## config.mk

```make
export PLATFORM = sky130hd
export DESIGN_NAME = psp_port
export DESIGN_NICKNAME = d
export VERILOG_FILES = /design/src/logic/psp_sync2.v /design/src/logic/psp_port.v
export VERILOG_INCLUDE_DIRS = /design/src /design/src/include
export SDC_FILE = /design/constraint.sdc
export NUM_CORES = 1
export LEC_CHECK = 0
export ABC_AREA = 1
export BUFFER_PORTS_ARGS = -buffer_cell sky130_fd_sc_hd__buf_2
export CAP_MARGIN = 20
export CORE_MARGIN = 10
export CORE_UTILIZATION = 45
export CTS_CLUSTER_DIAMETER = 50
export DETAILED_ROUTE_END_ITERATION = 16
export GPL_TIMING_DRIVEN = 0
export PLACE_DENSITY = 0.74
export SLEW_MARGIN = 20
export SYNTH_ARGS = -nofsm -noshare
export SYNTH_HDL_FRONTEND = slang
export SYNTH_SLANG_ARGS = --single-unit
```

## constraint.sdc

```tcl
create_clock -name clk_sys -period 2.15 [get_ports clk_sys]
set_input_delay 0.3225 -clock clk_sys [delete_from_list [all_inputs] [get_ports clk_sys]]
set_output_delay 0.3225 -clock clk_sys [all_outputs]
set_load 0.005 [all_outputs]
```

## src/include/psp_regs.vh

```
`ifndef PSP_REGS_VH
`define PSP_REGS_VH
// APB byte addresses (one word each)
`define PSP_OFF_LEVELS    12'h000
`define PSP_OFF_LATCH     12'h004
`define PSP_OFF_STATUS    12'h008
`define PSP_OFF_ANCFG     12'h00C
`define PSP_OFF_DATA      12'h010
`define PSP_OFF_DATADIR   12'h014
`define PSP_OFF_EVENT     12'h018
// Status register fields
`define PSP_BIT_INPEND    7
`define PSP_BIT_OUTPEND   6
`define PSP_BIT_OVERRUN   5
`define PSP_BIT_ENABLE    4
// Reset values
`define PSP_RST_STATUS    8'h07
`define PSP_RST_DIR       3'h7
`define PSP_RST_ANCFG     4'h0
`define PSP_RST_DATADIR   8'hFF
// Lowest analog config value that leaves the strobe pins digital
`define PSP_ANCFG_DIGITAL 4'hA
`endif

```

## src/logic/psp_sync2.v

```verilog
`timescale 1ns/10ps
module psp_sync2 #(
  parameter WIDTH = 3
) (
  input  wire             clk_sys,
  input  wire             rst,
  input  wire [WIDTH-1:0] asyncIn,
  output reg  [WIDTH-1:0] syncOut
);
  reg [WIDTH-1:0] stage1_reg;

  always @(posedge clk_sys) begin
    if (rst) begin
      stage1_reg <= {WIDTH{1'b1}};
      syncOut    <= {WIDTH{1'b1}};
    end else begin
      stage1_reg <= asyncIn;
      syncOut    <= stage1_reg;
    end
  end
endmodule

```

## src/logic/psp_port.v

```verilog
`timescale 1ns/10ps
`include "psp_regs.vh"

// Notes on behaviour
// - Strobe pins settable; analog pins read zero
// - Direction one floats driver, zero drives latch
// - Direction bits govern drivers even when analog
// - Reset makes strobe pins analog inputs
// - Output latch readable; reads latch not pins
// - Analog disables input path, not output drive
// - Status bit3 zero; directions reset one
// - Overrun on host write over unread word
// - Slave mode needs enable and no multi-PWM
// - Pin0 read, pin1 write, pin2 select
// - Software sets inputs and digital config
// - Host write spans select and write low
// - Write end sets event and input-pending
// - Host read drives data latch onto pins
// - Host read clears output-pending flag
// - CPU write during read shows, no flag
// - Read end floats data pins, sets event
module psp_port (
  input  wire        clk_sys,
  input  wire        rst,
  input  wire        psel,
  input  wire        penable,
  input  wire        pwrite,
  input  wire [11:0] paddr,
  input  wire [31:0] pwdata,
  output reg  [31:0] prdata,
  output reg         pready,
  output reg         pslverr,
  input  wire [2:0]  strobePinIn,
  output reg  [2:0]  strobePinOut,
  output reg  [2:0]  strobePinOe,
  input  wire [7:0]  dataPinIn,
  output reg  [7:0]  dataPinOut,
  output reg  [7:0]  dataPinOe,
  input  wire        pwmMultiOutput,
  output reg         slaveInterfaceEventFlag
);
  reg  [2:0] stLatch_reg;
  reg  [2:0] stDir_reg;
  reg        inPend_reg;
  reg        outPend_reg;
  reg        overrun_reg;
  reg        pspEnable_reg;
  reg  [3:0] anCfg_reg;
  reg  [7:0] dataLatch_reg;
  reg  [7:0] dataIn_reg;
  reg  [7:0] dataDir_reg;
  reg        event_reg;
  reg        wrActive_reg;
  reg        rdActive_reg;
  reg  [7:0] capture_reg;
  wire [2:0] stSync;
  wire [7:0] dataSync;

  psp_sync2 #(.WIDTH(3)) uStrobeSync (
    .clk_sys (clk_sys),
    .rst     (rst),
    .asyncIn (strobePinIn),
    .syncOut (stSync)
  );

  psp_sync2 #(.WIDTH(8)) uDataSync (
    .clk_sys (clk_sys),
    .rst     (rst),
    .asyncIn (dataPinIn),
    .syncOut (dataSync)
  );

  // Analog selection of a strobe pin: config values below the digital
  // threshold keep channels 5..7 analog in this simplified map.
  wire analogSel = (anCfg_reg < `PSP_ANCFG_DIGITAL);
  wire [2:0] stDigitalIn = analogSel ? 3'h0 : stSync;
  wire slaveOn = pspEnable_reg && !pwmMultiOutput;
  // Strobes only seen through the digital path, so an analog setup blocks them
  wire rdLow = slaveOn && !analogSel && !stSync[0] && !stSync[2];
  wire wrLow = slaveOn && !analogSel && !stSync[1] && !stSync[2];

  wire setup  = psel && !penable;
  wire access = psel && penable;
  wire wrEn   = access && pwrite;
  wire wrLatchData = wrEn && (paddr == `PSP_OFF_DATA);
  wire wrStatus    = wrEn && (paddr == `PSP_OFF_STATUS);
  wire wrEnd = wrActive_reg && !wrLow;
  wire rdEnd = rdActive_reg && !rdLow;

  function known;
    input [11:0] a;
    begin
      known = (a == `PSP_OFF_LEVELS) || (a == `PSP_OFF_LATCH) ||
              (a == `PSP_OFF_STATUS) || (a == `PSP_OFF_ANCFG) ||
              (a == `PSP_OFF_DATA) || (a == `PSP_OFF_DATADIR) ||
              (a == `PSP_OFF_EVENT);
    end
  endfunction

  wire [7:0] statusVal = {inPend_reg, outPend_reg, overrun_reg, pspEnable_reg,
                          1'b0, stDir_reg};

  // Host strobe tracking and flags
  always @(posedge clk_sys) begin
    if (rst) begin
      wrActive_reg <= 1'b0;
      rdActive_reg <= 1'b0;
      capture_reg  <= 8'h00;
    end else begin
      wrActive_reg <= wrLow;
      rdActive_reg <= rdLow;
      if (wrLow)
        capture_reg <= dataSync;
    end
  end

  always @(posedge clk_sys) begin
    if (rst) begin
      stLatch_reg   <= 3'h0;
      stDir_reg     <= `PSP_RST_DIR;
      inPend_reg    <= 1'b0;
      outPend_reg   <= 1'b0;
      overrun_reg   <= 1'b0;
      pspEnable_reg <= 1'b0;
      anCfg_reg     <= `PSP_RST_ANCFG;
      dataLatch_reg <= 8'h00;
      dataIn_reg    <= 8'h00;
      dataDir_reg   <= `PSP_RST_DATADIR;
      event_reg     <= 1'b0;
    end else begin
      if (wrEn && paddr == `PSP_OFF_LATCH)
        stLatch_reg <= pwdata[2:0];
      if (wrEn && paddr == `PSP_OFF_LEVELS)
        stLatch_reg <= pwdata[2:0];
      if (wrEn && paddr == `PSP_OFF_ANCFG)
        anCfg_reg <= pwdata[3:0];
      if (wrEn && paddr == `PSP_OFF_DATADIR)
        dataDir_reg <= pwdata[7:0];
      if (wrStatus) begin
        stDir_reg     <= pwdata[2:0];
        pspEnable_reg <= pwdata[`PSP_BIT_ENABLE];
      end
      if (wrLatchData)
        dataLatch_reg <= pwdata[7:0];
      // Output word pending: CPU write sets it unless a host read is running
      if (rdLow)
        outPend_reg <= 1'b0;
      else if (wrLatchData)
        outPend_reg <= 1'b1;
      // Input word pending: set wins over the CPU reading the data port
      if (wrEnd) begin
        inPend_reg <= 1'b1;
        dataIn_reg <= capture_reg;
      end else if (access && !pwrite && paddr == `PSP_OFF_DATA)
        inPend_reg <= 1'b0;
      // Overrun sticks until software writes zero; hardware set wins
      if (wrEnd && inPend_reg)
        overrun_reg <= 1'b1;
      else if (wrStatus && !pwdata[`PSP_BIT_OVERRUN])
        overrun_reg <= 1'b0;
      if (wrEnd || rdEnd)
        event_reg <= 1'b1;
      else if (wrEn && paddr == `PSP_OFF_EVENT && pwdata[0])
        event_reg <= 1'b0;
    end
  end

  // Pin drivers
  always @(posedge clk_sys) begin
    if (rst) begin
      strobePinOut <= 3'h0;
      strobePinOe  <= 3'h0;
      dataPinOut   <= 8'h00;
      dataPinOe    <= 8'h00;
      slaveInterfaceEventFlag <= 1'b0;
    end else begin
      strobePinOut <= stLatch_reg;
      strobePinOe  <= ~stDir_reg;
      // New latch data goes out the same cycle it is written during a read
      dataPinOut   <= wrLatchData ? pwdata[7:0] : dataLatch_reg;
      if (slaveOn)
        dataPinOe <= rdLow ? 8'hFF : 8'h00;
      else
        dataPinOe <= ~dataDir_reg;
      slaveInterfaceEventFlag <= event_reg;
    end
  end

  // APB: zero-wait answer in the access phase
  always @(posedge clk_sys) begin
    if (rst) begin
      prdata  <= 32'h0000_0000;
      pready  <= 1'b0;
      pslverr <= 1'b0;
    end else begin
      pready  <= setup;
      pslverr <= setup && !known(paddr);
      prdata  <= 32'h0000_0000;
      if (setup && !pwrite) begin
        case (paddr)
          `PSP_OFF_LEVELS:  prdata <= {29'h0, stDigitalIn};
          `PSP_OFF_LATCH:   prdata <= {29'h0, stLatch_reg};
          `PSP_OFF_STATUS:  prdata <= {24'h0, statusVal};
          `PSP_OFF_ANCFG:   prdata <= {28'h0, anCfg_reg};
          `PSP_OFF_DATA:    prdata <= {24'h0, slaveOn ? dataIn_reg : dataSync};
          `PSP_OFF_DATADIR: prdata <= {24'h0, dataDir_reg};
          `PSP_OFF_EVENT:   prdata <= {31'h0, event_reg};
          default:          prdata <= 32'h0000_0000;
        endcase
      end
    end
  end
endmodule

```

==> metrics.csv <==
stage,metric,value,unit
synth,library cells used by synthesis,34,
floorplan,Initial Utilization,45.8,%
clock_network,CTS tree,done,
floorplan,die area,12900,sq um
timing,setup TNS,0,ns
cells_and_area,total inserted antenna cells,0,
synth,dominant cell type by area after synthesis,dfxtp_1,
run_status,status,"finished, final reports clean",
synth,sequential fraction of the synthesis area,48.9,%
critical_path,worst-path maximum fanout,10,
critical_path,worst path buffer plus inverter count,3,
placed_design,Place WS,0.527,ns
critical_path,cell family with most CP delay,simple AND/OR/NAND/NOR gates,
clock_network,Post-CTS Setup Bufs,0,
clock_network,Worst-path clk slew,0.10,ns
critical_path,Startpoint Class,flop,
clock_network,CTS max path bufs,2,
drt,DR iter-0 viols,162,
floorplan,Die W,113,um
synth,Post-Syn Instances,470,
power,Sw Share,23.2,%
flow_run,Max-Cap Viols,0,
drt,First-pass DRT Iterations,6,
clock_network,insertion delay to the later sink of the worst-skew pair,0.36,ns
timing,Slew Limit Fails,0,
power,Int Pwr,2.55,mW
timing,setup ws final,0.689,ns
timing,Final Hold Vio Count,0,
clock_network,cts bufs inserted,9,
timing,fmax,685,MHz
drt,routed len/inst,13.4,um
floorplan,Die H,113,um
floorplan,I/O pin count,118,
timing,endpoints failing setup,0,
cells_and_area,"Design Area, Final",4730,sq um
power,leakage,2.32,nW
clock_network,post-CTS sizing,0,
power,clock share of power,39.7,%
global_routing,Overall Global Routing Usage,13.9,%
synth,count of yosys warnings during synthesis,0,
global_routing,first-pass GRT wire length,14700,um
global_routing,pin count of the biggest net entering global routing,18,
floorplan,core area,8590,sq um
clock_network,CTS sink cnt,96,
critical_path,crit end category,flop,
clock_network,CTS H-Tree Depth,3,
power,pwr/cell area,703,nW/um^2
synth,"flops & latches, synth",96,
critical_path,CP max stage delay,0.33,ns
global_routing,number of global-route vias before repair,3093,
timing,Relative slew margins,58.0,%
drt,vias per cell,4.70,
drt,Remaining DRCs,0,
synth,largest cells by area after synthesis,"dfxtp_1 (49%), a21oi_1 (5.3%), nand2_1 (5.2%)",
cells_and_area,Final nets,634,
global_routing,gr ovfl total,0,
cells_and_area,share of layout cells above drive strength 1,31.3,%
drt,final antenna-violating net count,0,
cells_and_area,Area Overhead vs Synth,20.2,%
power,maximum VDD drop,0.000398,V
power,Combinational Power Share,6.0,%
critical_path,kind of critical path,flop to flop,
critical_path,"Arr. time, crit path",1.71,ns
clock_network,Post-CTS Hold Fix Bufs,0,
drt,via count,3227,
power,Switch Pwr,0.772,mW
synth,Syn Area/Cell,8.37,sq um
critical_path,CP required,2.40,ns
worst_hold_path,hold crit path type,input port to flop,
timing,Final period util,67.9,%
power,Flop pwr share,54.3,%
cells_and_area,"most common cell after layout, fill and taps aside",dfxtp_1,
placed_design,Port-buffer cells,69,
timing,skew final,0.0146,ns
synth,Yosys top cell area share,48.9,%
placed_design,placed cell area,4500,sq um
floorplan,Site Rows,34,
cells_and_area,most frequent cells in the layout,"dfxtp_1 (96), buf_2 (73), nand2_1 (55), inv_1 (46), a21oi_1 (42)",
timing,RSZ-0062 raised after global routing,false,
placed_design,routability cong.,0.868,
timing,Slew @ Worst Pin,0.630,ns
drt,final WL,9180,um
timing,min cycle time layout,1.46,ns
placed_design,DP Wirelength,7210,um
critical_path,crit path max-delay cell type,dfxtp_1,
critical_path,critical-path cell list,"buf_4, nand2_2, nor2_4, nand3b_4, nand2_2, inv_2, buf_6, o21ai_1, a21oi_1",
clock_network,clk root buf,clkbuf_8,
synth,Mapped Area,3930,sq um
global_routing,initial antenna violation count,0,
critical_path,Most common cell on crit path,nand2_2,
-- final cells by class --
class / count / area (sq um)
fillers: 844 / 3870
flip-flops and latches: 96 / 1920
multi-input cells: 303 / 1610
repair buffers: 69 / 345
plain buffers: 41 / 290
inverters: 53 / 201
well taps: 108 / 135
clock buffers: 9 / 124
clock inverters: 7 / 104
-- metal layers --
layer	track usage (%)	vias to the layer above	share of wire [%]
met2	23.9	106	50
met4	4.82	0	1.6
met5	0	-	0
met3	4.78	13	7.4
li1	-	1673	-
met1	15.6	1435	41
-- worst paths after layout --
path | startpoint | endpoint | slack (ns) | cells after the start
setup / recovery | pspEnable_reg | dataIn_reg[6] | 0.69 | 9
hold / removal | dataPinIn[5] | uDataSync.stage1_reg[5] | 0.14 | 2
hold reg to reg | uDataSync.stage1_reg[0] | uDataSync.syncOut[0] | 0.41 | 1
setup reg to reg | pspEnable_reg | dataIn_reg[6] | 0.69 | 9
-- cells in the mapped netlist --
cell type	count
a21oi_2	3
nand2_1	55
clkbuf_1	6
inv_2	4
nor2_2	4
o21ai_1	8
o211ai_2	7
nand2_4	3
buf_6	5
o21ai_2	1
nor2_4	4
dfxtp_1	96
nand3b_4	1
buf_2	4
o211ai_1	1
o21ai_0	37
nor2_1	39
buf_1	1
inv_1	46
buf_4	25
clkinv_1	1
nand3_4	1
clkinv_2	2
conb_1	1
nand3_1	32
nand2_2	5
or2_2	22
nand3b_1	1
nor3_1	3
nand3_2	3
a21oi_1	42
o2111ai_1	1
nor2_8	2
nand4_1	4
-- power by group through the flow --
stage / logic [mW] / clock network [mW] / registers (mW)
5_1_grt: 0.222 / 1.41 / 1.81
6_report: 0.200 / 1.32 / 1.80
4_1_cts: 0.197 / 1.34 / 1.80
3_3_place_gp: 0.192 / 0 / 1.85
3_5_place_dp: 0.196 / 0 / 1.85
2_1_floorplan: 0.129 / 0 / 1.84
-- kinds of logic after synthesis --
kind of cell	count (synthesis)	share of synthesized area, %
buffers and inverters	94	12.5
other	1	0.0954
AO/OA/AOI/OAI	100	14.6
flip-flops	96	48.9
AND/OR/NAND/NOR	179	23.9
-- metrics by stage --
stage                     util, %  cells  hold WS [ns]  total power [mW]
final                        55.0    686         0.138              3.32
after global routing         55.0    686         0.129              3.44
after CTS                    55.0    686         0.127              3.34
after detailed placement     52.4    670         0.392              2.04
after global placement       52.4    670         0.391              2.04
after floorplan                 -    493         0.389              1.97
Power figures use the tool's default switching activity.
